===== config.mk =====
export PLATFORM = sky130hd
export DESIGN_NAME = link_enhance_subsys_alias_regs
export DESIGN_NICKNAME = d
export VERILOG_FILES = /design/src/byte_lane_reg.v /design/src/stamp_select.v /design/src/link_enhance_subsys_alias_regs.v
export VERILOG_INCLUDE_DIRS = /design/src
export SDC_FILE = /design/constraint.sdc
export NUM_CORES = 1
export LEC_CHECK = 0
export BUFFER_PORTS_ARGS = -buffer_cell sky130_fd_sc_hd__buf_2
export CAP_MARGIN = 20
export CORE_MARGIN = 3
export CORE_UTILIZATION = 47
export DETAILED_ROUTE_END_ITERATION = 6
export HOLD_SLACK_MARGIN = 0.02
export PLACE_DENSITY = 0.79
export SYNTH_ARGS = -nofsm -noshare
export SYNTH_HDL_FRONTEND = slang
export SYNTH_SLANG_ARGS = --single-unit

===== constraint.sdc =====
create_clock -name ref_clk -period 1.1 [get_ports ref_clk]
set_input_delay 0.055 -clock ref_clk [delete_from_list [all_inputs] [get_ports ref_clk]]
set_output_delay 0.055 -clock ref_clk [all_outputs]
set_load 0.01 [all_outputs]

===== src/link_enhance_regs.vh =====
`ifndef LINK_ENHANCE_REGS_VH
`define LINK_ENHANCE_REGS_VH

// ----------------------------------------------------------------------------
// configuration offsets
// ----------------------------------------------------------------------------
`define CFG_ADDR_W           8
`define ENH_CTRL_OFFSET      8'hf0
`define SUBSYS_ALIAS_OFFSET  8'hf8
`define CFG_RD_RESET         32'h00000000

// ----------------------------------------------------------------------------
// enhancement control field layout (lower part)
// ----------------------------------------------------------------------------
`define ENH_W                11
`define ENH_MPEG_BIT         10
`define ENH_RSVD9_BIT        9
`define ENH_DV_BIT           8
`define ENH_PRIO_BIT         7
`define ENH_RSVD_HI          6
`define ENH_RSVD_LO          3
`define ENH_TUNE_BIT         2
`define ENH_ACCEL_BIT        1
`define ENH_RSVD0_BIT        0
`define ENH_WRITE_MASK       11'h586
`define ENH_RESET            11'h000

// ----------------------------------------------------------------------------
// subsystem alias field layout
// ----------------------------------------------------------------------------
`define SUBSYS_W             32
`define SUBSYS_DEV_HI        31
`define SUBSYS_DEV_LO        16
`define SUBSYS_VEN_HI        15
`define SUBSYS_VEN_LO        0
`define SUBSYS_WRITE_MASK    32'hffffffff
`define SUBSYS_RESET         32'h00000000

// ----------------------------------------------------------------------------
// stream format codes
// ----------------------------------------------------------------------------
`define FMT_W                6
`define FMT_MPEG             6'h20
`define FMT_DV               6'h00

`endif


===== src/byte_lane_reg.v =====
`timescale 1ns/1ps
`default_nettype none

module byte_lane_reg #(
    parameter integer        WIDTH      = 32,
    parameter [WIDTH-1:0]    RESET_VAL  = {WIDTH{1'b0}},
    parameter [WIDTH-1:0]    WRITE_MASK = {WIDTH{1'b1}}
) (
    // clock and reset
    input  wire                   ref_clk,
    input  wire                   rstn,
    // write port
    input  wire                   wrEn,
    input  wire [(WIDTH+7)/8-1:0] byteEn,
    input  wire [WIDTH-1:0]       wrData,
    // stored value
    output wire [WIDTH-1:0]       value
);

    reg [WIDTH-1:0] value_reg;

    assign value = value_reg;

    // ------------------------------------------------------------------------
    // one flop per bit, written only when its lane is enabled and it is writable
    // ------------------------------------------------------------------------
    genvar i;
    generate
        for (i = 0; i < WIDTH; i = i + 1) begin : g_bit
            always @(posedge ref_clk) begin
                if (!rstn) begin
                    value_reg[i] <= RESET_VAL[i];
                end else if (wrEn && byteEn[i/8] && WRITE_MASK[i]) begin
                    value_reg[i] <= wrData[i];
                end
            end
        end
    endgenerate

endmodule

`default_nettype wire


===== src/stamp_select.v =====
`timescale 1ns/1ps
`default_nettype none
`include "link_enhance_regs.vh"

module stamp_select (
    // clock and reset
    input  wire               ref_clk,
    input  wire               rstn,
    // enables
    input  wire               mpegEn,
    input  wire               dvEn,
    // stream under transmit
    input  wire [`FMT_W-1:0]  streamFormatCode,
    // result
    output reg                stampBoostActive
);

    // ------------------------------------------------------------------------
    // registered match of the stream format against the enabled formats
    // ------------------------------------------------------------------------
    always @(posedge ref_clk) begin
        if (!rstn) begin
            stampBoostActive <= 1'b0;
        end else begin
            stampBoostActive <= (mpegEn && (streamFormatCode == `FMT_MPEG)) || // RULE1
                                (dvEn && (streamFormatCode == `FMT_DV));       // RULE3
        end
    end

endmodule

`default_nettype wire


===== src/link_enhance_subsys_alias_regs.v =====
// How it works
// RULE1: bit 10 enables MPEG stamp boost, format 20h
// RULE2: bit 9 reserved, reads zero
// RULE3: bit 8 enables DV stamp boost, format 00h
// RULE4: bit 7 enables priority arbitration responses
// RULE5: bits 6 to 3 reserved, read zero
// RULE6: software keeps writable bit 2 at zero
// RULE7: bit 1 tells PHY acceleration is supported
// RULE8: bit 0 reserved, reads zero
// RULE9: writable enable bits reset to zero
// RULE10: alias at F8h, writes update subsystem identifiers
// RULE11: alias reads back last written value
// RULE12: device ident high half, vendor low half
// RULE13: alias resets to all zeros
// RULE14: byte enables gate writes, reserved bits untouched
`timescale 1ns/1ps
`default_nettype none
`include "link_enhance_regs.vh"

module link_enhance_subsys_alias_regs (
    // clock and reset
    input  wire                    ref_clk,
    input  wire                    rstn,

    // configuration write request
    input  wire                    cfgWrEn,
    input  wire [`CFG_ADDR_W-1:0]  cfgAddr,
    input  wire [3:0]              cfgByteEn,
    input  wire [31:0]             cfgWrData,

    // configuration read request and answer
    input  wire                    cfgRdEn,
    output reg  [31:0]             cfgRdData,
    output reg                     cfgRdValid,
    output reg                     cfgWrAck,

    // transmit stream side
    input  wire [`FMT_W-1:0]       streamFormatCode,
    output wire                    stampBoostActive,

    // enables to the link core and PHY interface
    output wire                    mpegStampBoostEn,
    output wire                    dvStampBoostEn,
    output wire                    priorityArbEn,
    output wire                    accelEnhanceEn,
    output wire                    coreTuneBit,

    // subsystem identifier registers
    output wire [15:0]             subsysDeviceIdent,
    output wire [15:0]             subsysVendorIdent
);

    // ------------------------------------------------------------------------
    // address decode helper, shared by write and read paths
    // ------------------------------------------------------------------------
    function hit;
        input [`CFG_ADDR_W-1:0] addr;
        input [`CFG_ADDR_W-1:0] offset;
        begin
            hit = (addr[`CFG_ADDR_W-1:2] == offset[`CFG_ADDR_W-1:2]);
        end
    endfunction

    wire             enhWr;
    wire             subsysWr;
    wire [`ENH_W-1:0]    enhValue;
    wire [`SUBSYS_W-1:0] subsysValue;
    reg  [31:0]      rdData_next;

    // ------------------------------------------------------------------------
    // write strobes per register
    // ------------------------------------------------------------------------
    assign enhWr    = cfgWrEn && hit(cfgAddr, `ENH_CTRL_OFFSET);
    assign subsysWr = cfgWrEn && hit(cfgAddr, `SUBSYS_ALIAS_OFFSET); // RULE10

    // ------------------------------------------------------------------------
    // enhancement control storage; only writable bits get flops that change
    // ------------------------------------------------------------------------
    byte_lane_reg #(
        .WIDTH      (`ENH_W),
        .RESET_VAL  (`ENH_RESET),      // RULE9
        .WRITE_MASK (`ENH_WRITE_MASK)  // RULE14
    ) u_enh (
        .ref_clk (ref_clk),
        .rstn    (rstn),
        .wrEn    (enhWr),
        .byteEn  (cfgByteEn[1:0]),     // RULE14
        .wrData  (cfgWrData[`ENH_W-1:0]),
        .value   (enhValue)
    );

    // ------------------------------------------------------------------------
    // subsystem alias storage, doubling as the identifier registers
    // ------------------------------------------------------------------------
    byte_lane_reg #(
        .WIDTH      (`SUBSYS_W),
        .RESET_VAL  (`SUBSYS_RESET),      // RULE13
        .WRITE_MASK (`SUBSYS_WRITE_MASK)
    ) u_subsys (
        .ref_clk (ref_clk),
        .rstn    (rstn),
        .wrEn    (subsysWr),              // RULE10
        .byteEn  (cfgByteEn),             // RULE14
        .wrData  (cfgWrData),
        .value   (subsysValue)
    );

    // ------------------------------------------------------------------------
    // enable outputs straight from the storage flops
    // ------------------------------------------------------------------------
    assign mpegStampBoostEn  = enhValue[`ENH_MPEG_BIT];                // RULE1
    assign dvStampBoostEn    = enhValue[`ENH_DV_BIT];                  // RULE3
    assign priorityArbEn     = enhValue[`ENH_PRIO_BIT];                // RULE4
    assign accelEnhanceEn    = enhValue[`ENH_ACCEL_BIT];               // RULE7
    assign coreTuneBit       = enhValue[`ENH_TUNE_BIT];                // RULE6
    assign subsysDeviceIdent = subsysValue[`SUBSYS_DEV_HI:`SUBSYS_DEV_LO]; // RULE12
    assign subsysVendorIdent = subsysValue[`SUBSYS_VEN_HI:`SUBSYS_VEN_LO]; // RULE12

    // ------------------------------------------------------------------------
    // stream format match for the stamp boost
    // ------------------------------------------------------------------------
    stamp_select u_stamp (
        .ref_clk          (ref_clk),
        .rstn             (rstn),
        .mpegEn           (mpegStampBoostEn),
        .dvEn             (dvStampBoostEn),
        .streamFormatCode (streamFormatCode),
        .stampBoostActive (stampBoostActive)
    );

    // ------------------------------------------------------------------------
    // read mux; reserved and unmapped bits read as zero
    // ------------------------------------------------------------------------
    always @* begin
        rdData_next = 32'h00000000;
        if (hit(cfgAddr, `ENH_CTRL_OFFSET)) begin
            rdData_next[`ENH_MPEG_BIT]  = enhValue[`ENH_MPEG_BIT];
            rdData_next[`ENH_RSVD9_BIT] = 1'b0;                        // RULE2
            rdData_next[`ENH_DV_BIT]    = enhValue[`ENH_DV_BIT];
            rdData_next[`ENH_PRIO_BIT]  = enhValue[`ENH_PRIO_BIT];
            rdData_next[`ENH_RSVD_HI:`ENH_RSVD_LO] = 4'h0;            // RULE5
            rdData_next[`ENH_TUNE_BIT]  = enhValue[`ENH_TUNE_BIT];
            rdData_next[`ENH_ACCEL_BIT] = enhValue[`ENH_ACCEL_BIT];
            rdData_next[`ENH_RSVD0_BIT] = 1'b0;                        // RULE8
        end else if (hit(cfgAddr, `SUBSYS_ALIAS_OFFSET)) begin
            rdData_next = subsysValue;                                 // RULE11
        end
    end

    // ------------------------------------------------------------------------
    // registered read answer and write acknowledge, one cycle after request
    // ------------------------------------------------------------------------
    always @(posedge ref_clk) begin
        if (!rstn) begin
            cfgRdData  <= `CFG_RD_RESET;
            cfgRdValid <= 1'b0;
            cfgWrAck   <= 1'b0;
        end else begin
            cfgRdValid <= cfgRdEn && !cfgWrEn;
            cfgWrAck   <= cfgWrEn;
            if (cfgRdEn && !cfgWrEn) begin
                cfgRdData <= rdData_next;
            end
        end
    end

endmodule

`default_nettype wire


==> results by group <==
Status
  • Status: finished clean

Synthesis
  • Register bit total from synthesis: 72
  • Largest area contributor in the netlist: dfxtp_1
  • Gate Count Post-Synth: 322
  • Mapped Area: 2974 sq um
  • Seq/Total Area, Yosys: 48.46%
  • Net Count, Synth: 376
  • Avg Cell Area, Syn: approximately 9.2 sq um
  • Synth top area cells: dfxtp_1 (48%), mux2i_1 (14%), nand2_1 (13%)
  • Yosys warns: 0
  • Distinct cells, synth: 26
  • Top cell type's share of synthesized area: between 40% and 50%

Final layout
  • Footprint of the multi-input gates: 1388 sq um
  • Share of cells above drive strength 1: 35.26%
  • Fillers: 462
  • Ant. Diodes: 0
  • Nets: 534
  • Layout area overhead: 45.48%
  • Commonest non-fill, non-tap cell in the layout: buf_2
  • Commonest non-fill, non-tap cells in the layout: buf_2 (122), nand2_1 (102), dfxtp_1 (72), mux2i_1 (43), dlygate4sd3_1 (35)
  • Reg area: 1441 sq um

Clock network
  • Reg clk slew, reported paths: 0.07 ns
  • CTS tree: built
  • Clk sinks: just over 70
  • TritonCTS Buffers: 9
  • Clock insertion delay at the later pin of the skew report: 0.33 ns
  • H-tree levels: 3
  • Post-CTS Hold Buffers: 35
  • Clock Path Buffers: 2
  • CTS root buf: clkbuf_8

Route
  • Routed via count: 2927
  • Residual DRC: 0
  • DR pass1 iterations: 4
  • Routed WL per cell: between 10 and 15 microns
  • WL final: 8.264 mm
  • Vias/cell: 5.227
  • Post-detailed-route count of antenna-violating nets: 0
  • 1st-iter DRT viols: around 130

Worst setup path
  • Worst endpoint required time: 1.34 ns
  • CP Class: primary input to flop
  • CP Launch Type: primary input
  • Crit path DAT: 1.33 ns
  • CP Max Fanout: 1
  • CP endpoint kind: flop

Pwr
  • LEAKAGE: 1.981 nW
  • Maximum vdd drop: 0.0008556 V
  • PD cells: 1204 nW/um^2
  • Tot Pwr: 5.209 mW

GRT
  • GRT Overall Usage: approximately 22%
  • GRT met2 Usage: 41.67%
  • First-pass GRT wire length: 13.06 mm
  • Vias in the first global route: 2828
  • Met1 usage in global routing: between 20% and 30%
  • Grt ovf: 0
  • Global routing's busiest layer: met2
  • Antenna violations before repair: 0
  • Met3 usage: 3.939%
  • Largest net degree at the start of global routing: 35

Floorplan
  • Die width: 85.55 microns
  • I/O pin cnt: 126
  • Chip height: 85.55 microns
  • Core area: 6026 sq um
  • Placement Rows: 28
  • Starting Density: 49.36%
  • Die area: ~7300 sq um

Place
  • Number of port buffers: 123
  • Post-DP HPWL: around 5.4 mm
  • Final Wtd Congestion: 0.8041

Timing
  • Skew final: 0.009237 ns
  • Final slew viol count: 0
  • Minimum clock period: 1.082 ns
  • Final period util: 98.37%
  • Fmax: 924.1 MHz
  • Slew margin rel.: 76.95%
  • Setup_tns: 0 ns
  • Final setup vio count: 0
  • Unrepaired setup endpoints after global routing: no
  • Hold Violations, Final: 0
  • Worst-margin pin slew: 0.3449 ns

Job
  • Max_cap viols: 0

Hold path
  • Min-Delay Path Class: primary input to flop
## final timing paths
check                      start                        to  slack [ns]  depth (start not counted)
max          streamFormatCode[2]  u_stamp.stampBoostActive        0.02                          4
min          streamFormatCode[3]  u_stamp.stampBoostActive       0.002                          3
max reg2reg      u_enh.value[10]             cfgRdData[10]        0.24                          2
min reg2reg        cfgRdData[11]             cfgRdData[11]        0.47                          2
## worst max-delay path, stage by stage
cell,delay [ns]
dlygate4sd3_1,0.54
buf_2,0.12
or4_4,0.41
nor4b_2,0.20
## synth_stat cells
cell type,number
mux2i_1,43
nor3_1,2
inv_1,1
clkbuf_1,5
buf_2,14
nor2_4,2
nor4b_1,1
o32ai_1,5
o22ai_2,7
buf_4,2
buf_1,1
and2b_1,1
nand4_1,2
and2_1,1
dfxtp_1,72
and2b_2,1
nand2_1,102
nand3_4,2
and3b_2,1
or4_1,1
nand3_1,28
o22ai_1,20
and4_1,1
buf_6,4
nand4b_1,2
nand2_4,1
## area by class of cell
cell class / count / share of cell area, %
sequential: 72 / 33.31
tap: 75 / 2.169
clock inverter: 5 / 1.272
timing repair buffer: 173 / 27.59
inverter: 1 / 0.08676
multi-input combinational: 223 / 32.07
clock buffer: 11 / 3.499
## report_power, final
part           leakage (nW)  internal (mW)  total, mW  switching [mW]
combinational          1.30          0.247      0.468           0.221
clock                 0.101           1.16       2.13           0.963
sequential            0.580           2.61       2.61         0.00304
## metal layers
| layer | vias to the layer above | share of wire, % |
|---|---|---|
| met5 | - | 0 |
| met1 | 1372 | 39 |
| met3 | 18 | 5.6 |
| met2 | 113 | 53 |
| met4 | 0 | 2.4 |
| li1 | 1424 | - |
## logic make-up (layout without fill, tap and decap cells)
group                  Yosys count  count (layout)  synth area share [%]
AO/OA/AOI/OAI                   32              32                 8.624
buffers and inverters           27             190                 5.258
flip-flops                      72              72                 48.46
multiplexers                    43              43                 14.47
AND/OR/NAND/NOR                148             148                 23.18
## repair_timing
item,4_1_cts,5_1_grt
setup endpoints to repair,0,1
gates resized for setup,0,2
buffers inserted,0,0
endpoints found under the hold margin,39,1
## metrics by stage
stage / hold WS, ns / setup slack [ns] / utilization [%] / area, sq um / instances
final: 0.001824 / 0.01789 / 71.80 / 4327 / 560
after detailed placement: 0.2224 / 0.003466 / 62.40 / 3760 / 509
after global placement: 0.2189 / 0.03244 / 62.40 / 3760 / 509
after floorplan: 0.1309 / 0.1526 / - / 2974 / 322
after CTS: -0.04180 / 0.03831 / 71.64 / 4317 / 560
after global routing: -0.004528 / 0.007930 / 71.80 / 4327 / 560
No activity file was read; power rests on OpenSTA's default activity.
